**config.mk**
```make
export PLATFORM = sky130hd
export DESIGN_NAME = waveform_sequence_slots_3_4
export DESIGN_NICKNAME = d
export VERILOG_FILES = /design/src/rtl/seq_slots_pkg.sv /design/src/rtl/waveform_sequence_slots_3_4.sv
export VERILOG_INCLUDE_DIRS = /design/src /design/src/rtl
export SDC_FILE = /design/constraint.sdc
export NUM_CORES = 1
export LEC_CHECK = 0
export BUFFER_PORTS_ARGS = -buffer_cell sky130_fd_sc_hd__buf_2
export CAP_MARGIN = 5
export CORE_ASPECT_RATIO = 1.75
export CORE_MARGIN = 2
export CORE_UTILIZATION = 50
export DETAILED_ROUTE_END_ITERATION = 16
export PLACE_DENSITY = 0.76
export SLEW_MARGIN = 40
export SYNTH_ARGS = -nofsm -noshare
export SYNTH_HDL_FRONTEND = slang
export SYNTH_SLANG_ARGS = --single-unit
export TNS_END_PERCENT = 5
```
**constraint.sdc**
```tcl
create_clock -name i_clk_sys -period 5.55 [get_ports i_clk_sys]
set_input_delay 0.2775 -clock i_clk_sys [delete_from_list [all_inputs] [get_ports i_clk_sys]]
set_output_delay 0.2775 -clock i_clk_sys [all_outputs]
set_load 0.02 [all_outputs]
```
**src/rtl/seq_slots_map.svh**
```systemverilog
// Purpose: register offsets, field positions, reset values and timing counts
// Assumes: 40 MHz system clock
// Notes:   definitions only
`ifndef SEQ_SLOTS_MAP_SVH
`define SEQ_SLOTS_MAP_SVH

`define SEQ_CTRL_OFFSET      8'h0c
`define SEQ_FIRST_OFFSET     8'h0f
`define SEQ_SLOT3_OFFSET     8'h11
`define SEQ_SLOT4_OFFSET     8'h12
`define SEQ_LAST_OFFSET      8'h16
`define SEQ_SLOT_RESET       8'h00
`define SEQ_FLAG_BIT         7
`define SEQ_VALUE_MSB        6
`define SEQ_NUM_SLOTS        8
`define SEQ_STEP_TIME_US     10000
`define SEQ_CLK_MHZ          40
`define SEQ_STEP_CYCLES      (`SEQ_STEP_TIME_US * `SEQ_CLK_MHZ)

`endif

```
**src/rtl/seq_slots_pkg.sv**
```systemverilog
// Purpose: types shared by the sequence slot bank
// Assumes: nothing beyond the map header
// Notes:   one-hot sequencer states
package seq_slots_pkg;

  typedef struct packed {
    logic       delay_flag;
    logic [6:0] value;
  } slot_t;

  typedef struct packed {
    logic       wr_en;
    logic [7:0] addr;
    logic [7:0] wdata;
  } reg_wr_t;

  typedef enum logic [3:0] {
    ST_IDLE  = 4'b0001,
    ST_FETCH = 4'b0010,
    ST_PLAY  = 4'b0100,
    ST_WAIT  = 4'b1000
  } seq_state_t;

endpackage : seq_slots_pkg

```
**src/rtl/waveform_sequence_slots_3_4.sv**
```systemverilog
// Purpose: slots three and four of the playback sequence, plus the sequencer walk
// Assumes: register port comes from the serial slave decoder, synchronous to i_clk_sys
// Notes:   the other six slots arrive from their own banks on i_other_slots
`include "seq_slots_map.svh"

module waveform_sequence_slots_3_4 #(
  parameter int unsigned STEP_CYCLES = `SEQ_STEP_CYCLES
) (
  // clock, reset, enable
  input  wire logic                        i_clk_sys,
  input  wire logic                        i_reset,
  input  wire logic                        i_ce,
  // register access
  input  wire seq_slots_pkg::reg_wr_t      i_reg_wr,
  input  wire logic                        i_rd_en,
  input  wire logic [7:0]                  i_rd_addr,
  output logic      [7:0]                  o_rd_data,
  output logic                             o_rd_hit,
  // neighbouring slots: 0x0f, 0x10, 0x13..0x16 in that order
  input  wire seq_slots_pkg::slot_t [5:0]  i_other_slots,
  input  wire logic                        i_go,
  // playback engine
  input  wire logic                        i_wave_done,
  output logic                             o_wave_start,
  output logic      [6:0]                  o_wave_id,
  output logic      [2:0]                  o_slot_idx,
  output logic                             o_busy,
  output logic                             o_waiting
);
  import seq_slots_pkg::*;

  localparam int unsigned TW = $clog2(STEP_CYCLES + 1);

  if (STEP_CYCLES < 1) begin : g_bad_step
    $error("STEP_CYCLES must be at least one");
  end

  // a zero identifier ends the walk, whatever the flag says
  function automatic logic is_stop(input slot_t s);
    return s.value == 7'h00;
  endfunction : is_stop

  slot_t      local_q [1:0];
  slot_t      entries [7:0];
  seq_state_t state_q;
  logic [2:0] idx_q;
  logic [6:0] steps_q;
  logic [TW-1:0] tick_q;

  // register writes, one 8-bit register per local slot
  genvar g;
  for (g = 0; g < 2; g++) begin : g_slot
    wire logic hit = i_reg_wr.wr_en && (i_reg_wr.addr == `SEQ_SLOT3_OFFSET + 8'(g));
    always_ff @(posedge i_clk_sys) begin
      if (i_reset) begin
        local_q[g] <= slot_t'(`SEQ_SLOT_RESET);
      end else if (i_ce && hit) begin
        local_q[g] <= slot_t'(i_reg_wr.wdata);
      end
    end
  end

  assign entries[0] = i_other_slots[0];
  assign entries[1] = i_other_slots[1];
  assign entries[2] = local_q[0];
  assign entries[3] = local_q[1];
  assign entries[4] = i_other_slots[2];
  assign entries[5] = i_other_slots[3];
  assign entries[6] = i_other_slots[4];
  assign entries[7] = i_other_slots[5];

  wire logic rd_slot3 = (i_rd_addr == `SEQ_SLOT3_OFFSET);
  wire logic rd_slot4 = (i_rd_addr == `SEQ_SLOT4_OFFSET);
  wire logic [7:0] rd_mux = rd_slot3 ? 8'(local_q[0]) : rd_slot4 ? 8'(local_q[1]) : 8'h00;

  always_ff @(posedge i_clk_sys) begin
    if (i_reset) begin
      o_rd_data <= 8'h00;
      o_rd_hit  <= 1'b0;
    end else if (i_ce) begin
      o_rd_data <= i_rd_en ? rd_mux : 8'h00;
      o_rd_hit  <= i_rd_en && (rd_slot3 || rd_slot4);
    end
  end

  // sequencer decode
  wire slot_t cur       = entries[idx_q];
  wire logic  last_slot = (idx_q == 3'(`SEQ_NUM_SLOTS - 1));
  wire logic  tick_end  = (tick_q == TW'(STEP_CYCLES - 1));
  wire logic  wait_exp  = tick_end && (steps_q == 7'h01);
  wire logic  advance   = (state_q == ST_PLAY && i_wave_done) || (state_q == ST_WAIT && wait_exp);

  always_ff @(posedge i_clk_sys) begin
    if (i_reset) begin
      state_q      <= ST_IDLE;
      idx_q        <= 3'h0;
      steps_q      <= 7'h00;
      tick_q       <= '0;
      o_wave_start <= 1'b0;
      o_wave_id    <= 7'h00;
    end else if (i_ce) begin
      o_wave_start <= 1'b0;
      case (state_q)
        ST_IDLE: begin
          if (i_go) begin
            idx_q   <= 3'h0;
            state_q <= ST_FETCH;
          end
        end
        ST_FETCH: begin
          if (is_stop(cur)) begin
            state_q <= ST_IDLE;
          end else if (cur.delay_flag) begin
            steps_q <= cur.value;
            tick_q  <= '0;
            state_q <= ST_WAIT;
          end else begin
            o_wave_start <= 1'b1;
            o_wave_id    <= cur.value;
            state_q      <= ST_PLAY;
          end
        end
        ST_PLAY, ST_WAIT: begin
          if (state_q == ST_WAIT) begin
            tick_q <= tick_end ? '0 : tick_q + TW'(1);
            if (tick_end) begin
              steps_q <= steps_q - 7'h01;
            end
          end
          if (advance) begin
            state_q <= last_slot ? ST_IDLE : ST_FETCH;
            idx_q   <= last_slot ? idx_q : idx_q + 3'h1;
          end
        end
        default: begin
          state_q <= ST_IDLE;
        end
      endcase
    end
  end

  assign o_slot_idx = idx_q;
  assign o_busy     = (state_q != ST_IDLE);
  assign o_waiting  = (state_q == ST_WAIT);

  // checks: ce is held high where the figures below are exact
  chk_wait_no_play: assert property (@(posedge i_clk_sys) disable iff (i_reset)
    (state_q == ST_WAIT) |=> !o_wave_start)
    else $error("waveform started during a wait");

  chk_wait_length: assert property (@(posedge i_clk_sys) disable iff (i_reset)
    (i_ce && state_q == ST_FETCH && !is_stop(cur) && cur.delay_flag)
      |=> (state_q == ST_WAIT && steps_q == $past(cur.value) && tick_q == '0))
    else $error("wait length not loaded from slot value");

  chk_play_id: assert property (@(posedge i_clk_sys) disable iff (i_reset)
    (i_ce && state_q == ST_FETCH && !is_stop(cur) && !cur.delay_flag)
      |=> (o_wave_start && o_wave_id == $past(cur.value) && state_q == ST_PLAY))
    else $error("play entry did not start its waveform");

  chk_play_index: assert property (@(posedge i_clk_sys) disable iff (i_reset)
    o_wave_start |-> (o_wave_id == entries[idx_q].value && !entries[idx_q].delay_flag))
    else $error("library index differs from slot");

  chk_go_start: assert property (@(posedge i_clk_sys) disable iff (i_reset)
    (i_ce && state_q == ST_IDLE && i_go) |=> (state_q == ST_FETCH && idx_q == 3'h0))
    else $error("go did not start at first slot");

  chk_advance_next: assert property (@(posedge i_clk_sys) disable iff (i_reset)
    (i_ce && state_q == ST_PLAY && i_wave_done && !last_slot)
      |=> (state_q == ST_FETCH && idx_q == $past(idx_q) + 3'h1))
    else $error("no advance after waveform done");

  chk_stop_end: assert property (@(posedge i_clk_sys) disable iff (i_reset)
    (i_ce && ((state_q == ST_FETCH && is_stop(cur)) || (advance && last_slot)))
      |=> (state_q == ST_IDLE && !o_wave_start))
    else $error("walk did not end at zero slot or eighth slot");

  chk_wait_expire: assert property (@(posedge i_clk_sys) disable iff (i_reset)
    (i_ce && state_q == ST_WAIT && wait_exp)
      |=> (state_q == (($past(last_slot)) ? ST_IDLE : ST_FETCH)))
    else $error("expired wait did not advance");

  // ce low must hold the walk where it stands, or the engine sees stray starts
  chk_ce_freeze: assert property (@(posedge i_clk_sys) disable iff (i_reset)
    !i_ce |=> ($stable(state_q) && $stable(idx_q) && $stable(steps_q) && $stable(tick_q)))
    else $error("sequencer moved while clock enable low");

  chk_state_onehot: assert property (@(posedge i_clk_sys) disable iff (i_reset)
    $onehot(state_q))
    else $error("sequencer state not one-hot");

  chk_tick_range: assert property (@(posedge i_clk_sys) disable iff (i_reset)
    (state_q == ST_WAIT) |-> (tick_q <= TW'(STEP_CYCLES - 1) && steps_q != 7'h00))
    else $error("wait counters out of range");

  // read path: data one cycle behind the request
  chk_read_slot: assert property (@(posedge i_clk_sys) disable iff (i_reset)
    (i_ce && i_rd_en && (i_rd_addr == `SEQ_SLOT3_OFFSET || i_rd_addr == `SEQ_SLOT4_OFFSET))
      |=> (o_rd_hit && o_rd_data == (($past(i_rd_addr) == `SEQ_SLOT3_OFFSET) ?
           $past(8'(local_q[0])) : $past(8'(local_q[1])))))
    else $error("slot read did not return stored value");

  chk_read_miss: assert property (@(posedge i_clk_sys) disable iff (i_reset)
    (i_ce && !(i_rd_en && (i_rd_addr == `SEQ_SLOT3_OFFSET || i_rd_addr == `SEQ_SLOT4_OFFSET)))
      |=> (!o_rd_hit && o_rd_data == 8'h00))
    else $error("read data or hit without a slot read");

endmodule : waveform_sequence_slots_3_4

```
After elaboration in Yosys (flattened, before gate mapping)
Memories as Yosys holds them, arrays and structs flattened.
Cells that the tools add are included.
- bits in registers: 50
- bits of input ports: 79
- RAM bits: 16
- output and inout bits: 22
- memories kept: 1
- logic and storage cells: 93
- add/subtract/negate cells: 3
- bitwise logic cells: 4
- reductions and logical operators: 19
- order comparisons: 1
- muxes and demuxes: 38
- eq/ne operators: 19
- memories (memory ; depth ; bits a word ; rd ports ; clocked after memory_dff ; write ports ; RTL line ; source):
    local_q ; 2 ; 8 ; 2 ; 0 ; 2 ; waveform_sequence_slots_3_4.sv:43 ; slot_t local_q [1:0];
- operator list (operator ; number):
    19-bit 2-to-1 mux ; 4
    8-bit 2-to-1 mux ; 6
    19-bit case mux with 2 select lines ; 1
    8-bit by 5-bit == test with 1-bit output, second input constant ; 4
    7-bit 2-to-1 mux ; 4
    8-bit binary-select mux with 3-bit select ; 1
    19-bit by 1-bit adder with 19-bit output, second input constant ; 1
    19-bit == test, second input constant ; 1
    4-bit 2-to-1 mux ; 4
    2-bit inequality test, second input constant ; 7
    7-bit case mux with 2 select lines ; 1
    4-bit case mux with 3 select lines ; 1
    1-bit 2-to-1 mux ; 11
    5-bit AND reduction ; 2
    3-bit 2-to-1 mux ; 3
    1-bit logical AND ; 8
    7-bit by 1-bit == test with 1-bit output, second input constant ; 1
    7-bit logical NOT ; 1
    7-bit by 1-bit subtractor with 7-bit output, second input constant ; 1
    3-bit case mux with 2 select lines ; 1
    6-bit AND reduction ; 1
    4-bit by 1-bit == test with 1-bit output, second input constant ; 1
    4-bit by 2-bit == test with 1-bit output, second input constant ; 1
    4-bit by 3-bit == test with 1-bit output, second input constant ; 1
    13 further kinds ; 17

Logic depth before layout (Yosys ltp)
- depth after elaboration: 7
- mapped depth: 9
- mapped depth without buffers: 8

Worst setup path after synthesis
OpenSTA, ideal clock, no wires.
- path kind: reg2reg
- start: reg idx_q[2] (netlist: o_slot_idx[2])
- end: reg o_wave_id[0]
- period minus slack after synthesis: 2998 ps
- cell stages (with the launch flop): 9
- data required time: 5422 ps
- setup time: 128 ps
- data arrival time: 2870 ps
- path buffers: 2
- path slack: 2552 ps
- cells stage by stage: dfxtp_1 -> clkbuf_1 -> buf_1 -> mux4_1 -> mux2_2 -> or4_4 -> o31ai_4 -> mux2i_1 -> nor2_1
- longest elaborated chain between the ends: 5
- elaborated cells between the ends (all ways): 6
- those cells by class: mux: 2; bitwise: 2; reduce/logical: 2
- ends and longest elaborated chain (element ; RTL line ; source):
    start, declared ; waveform_sequence_slots_3_4.sv:46 ; logic [2:0] idx_q;
    start signal, assigned ; waveform_sequence_slots_3_4.sv:132 ; idx_q <= last_slot ? idx_q : idx_q + 3'h1;
    8-bit binary-select mux with 3-bit select (*) ; waveform_sequence_slots_3_4.sv:87 ; wire slot_t cur = entries[idx_q];
    8-bit 2-to-1 mux (implied by the code) (*) ; waveform_sequence_slots_3_4.sv:87 ;
    7-bit logical NOT ; waveform_sequence_slots_3_4.sv:40 ; return s.value == 7'h00;
    1-bit NOT (no source line) ; -- ;
    4-bit AND reduction (no source line) ; -- ;
    end signal, assigned ; waveform_sequence_slots_3_4.sv:119 ; o_wave_id <= cur.value;
    end, declared ; waveform_sequence_slots_3_4.sv:25 ; output logic [6:0] o_wave_id,
Every way passes the cells marked *; elsewhere a longest branch is shown, timed or not. The select of a mux whose other input is x is not followed.
A chain may end at the register's enable or synchronous reset.

Worst setup path in the final report
- start: reg idx_q[0] (netlist: o_slot_idx[0])
- end: reg steps_q[3]
- longest elaborated chain between the ends: 5
- elaborated cells between the ends (all ways): 9
- those cells by class: eq/ne: 2; mux: 5; reduce/logical: 2
- ends and longest elaborated chain (element ; RTL line ; source):
    8-bit binary-select mux with 3-bit select (*) ; waveform_sequence_slots_3_4.sv:87 ;
    8-bit 2-to-1 mux (implied by the code) (*) ; waveform_sequence_slots_3_4.sv:87 ;
    7-bit logical NOT or 7-bit 2-to-1 mux (tied branches) ; waveform_sequence_slots_3_4.sv:40, waveform_sequence_slots_3_4.sv:113 ;
    2-bit inequality test (no source line) or 7-bit 2-to-1 mux (tied branches) ; -- ;
    6-bit AND reduction (no source line) or 7-bit case mux with 2 select lines (tied branches) ; -- ;
    end signal, assigned ; waveform_sequence_slots_3_4.sv:114 ; steps_q <= cur.value;
    end signal, assigned ; waveform_sequence_slots_3_4.sv:127 ; steps_q <= steps_q - 7'h01;
    end, declared ; waveform_sequence_slots_3_4.sv:47 ; logic [6:0] steps_q;
Marks and branches as above.

==> results.ini <==
[outcome]
status=finished, final reports clean

[place]
hpwl_mm=7.69
place_congestion=0.825
portBuffers=100
placed_cell_area_sq_um=4380

[logic_synthesis]
synth_cell_type_count=56
synth_edf_count=16
synth_area_per_cell_sq_um=9.55
async_reset_ff_share_pct=0
ys_seq_area_share_pct=38.7
synthFlopType=dfxtp_1
ys_warn_count=0
syn_area_sq_um=3830
syn_nets=485
syn_inst=401
synth.ff_latch_count=66

[setup_path]
slowest_delay_ps=680
crit_required_ps=5810
critPathKind=reg2reg
rr_endpoint=steps_q[3]
critical_path_buf_inv_count=0
rrSetupSlack_ps=2260
crit_arrival_ps=3550
end_kind=flop
cp_max_fo=34
r2r_start=o_slot_idx[0]
crit_slowest_cell=dfxtp_2
reg2regPathDepth=6
path_cells=mux4_2, mux2_2, or4_4, o21ai_4, o21ai_0, a21oi_1
critPathTopFamily=compound AO/OA/AOI/OAI gates
start_kind=flop

[global_route]
grt-ovfl-total=0
grt_use_total_pct=25.4
grt_pass1_vias=3548
grt_max_degree=60
antenna_found_initial=0
grt_first_pass_wirelength_mm=16.5

[cts]
cts-hold-fix-buffers=0
h-tree-depth=3
postCtsSetupBuffers=0
numCtsBuffers=9
cts_sinks=66
clk_pin_slew_ps=60
tritoncts=yes
clk_path_buf_depth=2
cts_resized=0
root_buffer=clkbuf_16
clock_latency_ps=340

[timing]
fin_crit_ps=3290
max_freq_mhz=304
worstMarginPinSlew_ps=887
finalSetupViolCount=0
rsz0062_at_grt=no
hold_viol=0
tns_ps=0
relSlewSlack_pct=40.7
final.setup_skew_ps=7.27
period_share_pct=59.2
slew_viol_final=0

[final_layout]
multiInputGateArea_sq_um=2250
regArea_sq_um=1480
area_growth_pct=22.4
nNetsFinal=579
final_layout_size_suffix_gt1_share_pct=29.0
mostFrequentLayoutCell=buf_2
finalInstanceArea_sq_um=4680
layout_common_cells=buf_2, dfxtp_1, a21oi_1
n_fill_cell=633
antenna_cells=0

[pwr]
p_sw_share_pct=23.9
p_clk_share_pct=48.2
pwr-share-comb_pct=7.7
intPower_uw=879
finalPower_mw=1.16
power_density_nw_per_um2=247
vdd_ir_drop_max_uv=209
power_leakage_nw=1.85
seq_power_share_pct=44.1
p_sw_uw=277

[die]
fp.dieArea_sq_um=8400
fp.coreArea_sq_um=7510
die_w_microns=70.2
initial_core_util_pct=50.9
io_pins=101
rows=42
die_height_microns=120

[route]
drcViolationCount=0
detail-route-antenna-nets=0
drt_iter0_drc=225
dr.pass1.iters=5
wl_per_cell_microns=17.3
drt_wl_total_mm=10.2
viasPerCell=6.01
dr_total_vias=3536

[worst_hold_path]
hold_class=in2reg
hold-path-cell-count=2
min_to=local_q[1][4]
hold_start=i_reg_wr[4]

[job]
cap_violations=0

## through the flow
step,cells,hold WS [ps],setup slack [ps],util (%)
after floorplan,401,444,2550,-
after global placement,572,455,1660,58.1
after detailed placement,572,467,2280,58.2
after CTS,588,218,2260,62.2
after global routing,588,224,2000,62.3
final,588,226,2260,62.3
## Yosys cell counts, types with 6 or more instances
cell type,number,area [sq um]
mux2_2,8,90.1
nor2_1,34,128
a22o_1,8,70.1
nand2b_1,10,62.6
or3_1,9,56.3
nand3_1,9,45.0
edfxtp_1,16,480
nand2_1,19,71.3
nor2b_1,11,68.8
nor3_1,6,30.0
clkbuf_1,14,52.6
and2_1,22,138
mux2i_1,9,90.1
dfxtp_1,50,1000
mux4_2,7,158
nor4_1,8,50.1
o21ai_0,28,140
nand3b_1,8,60.1
a21oi_1,44,220
mux4_1,9,236
## area by class of cell
type,instances,area share [%]
inverter,4,0.321
tap,88,2.35
multi-input combinational,310,47.9
sequential,66,31.7
timing repair buffer,104,11.4
clock buffer,10,5.34
clock inverter,6,1.01
## power by group through the flow
| stage | logic [mW] | registers [mW] | clock network [mW] |
|---|---|---|---|
| 5_1_grt | 0.0963 | 0.511 | 0.587 |
| 3_3_place_gp | 0.0855 | 0.519 | 0 |
| 6_report | 0.0884 | 0.510 | 0.558 |
| 2_1_floorplan | 0.0499 | 0.516 | 0 |
| 4_1_cts | 0.0882 | 0.509 | 0.568 |
| 3_5_place_dp | 0.0880 | 0.520 | 0 |
## registers in the layout, summed over array words and instances (netlist names)
register      count
steps_q           7
tick_q           19
o_wave_start      1
o_rd_data         8
local_q          16
state_q           4
o_wave_id         7
o_slot_idx        3
o_rd_hit          1
## kinds of logic (layout without fill, tap and decap cells)
kind of cell             after synthesis  after routing  synth area share, %
AO/OA/AOI/OAI                        105            105                 16.6
XOR/XNOR                               1              1                0.229
adder cells (fa/ha/maj)                5              5                 1.63
buffers and inverters                 25            124                 3.14
flip-flops                            66             66                 38.7
multiplexers                          33             33                 15.0
AND/OR/NAND/NOR                      166            166                 24.7
## worst register-to-register path, delay by kind of cell, from the launching register on
family | cells | cell delay [ps]
AND/OR/NAND/NOR | 1 | 600
multiplexers | 2 | 920
AO/OA/AOI/OAI | 3 | 1020
flip-flops | 1 | 680
## layer usage
layer / GRT usage, % / wire [microns]
met4: 13.3 / 361
met5: 0 / 0
met1: 24.9 / 3590
met3: 5.54 / 492
met2: 48.3 / 5740
## worst max-delay path by stage
stage | from | endpoint | cells after the start | slack (ps)
after floorplan | o_slot_idx[2] | o_wave_id[0] | 8 | 2550
after global placement | o_slot_idx[0] | tick_q[6] | 6 | 1660
after detailed placement | o_slot_idx[0] | steps_q[3] | 6 | 2280
after CTS | o_slot_idx[0] | steps_q[3] | 6 | 2260
after global routing | o_slot_idx[0] | tick_q[13] | 6 | 2000
final | o_slot_idx[0] | steps_q[3] | 6 | 2260
No activity file was read; power rests on OpenSTA's default activity.
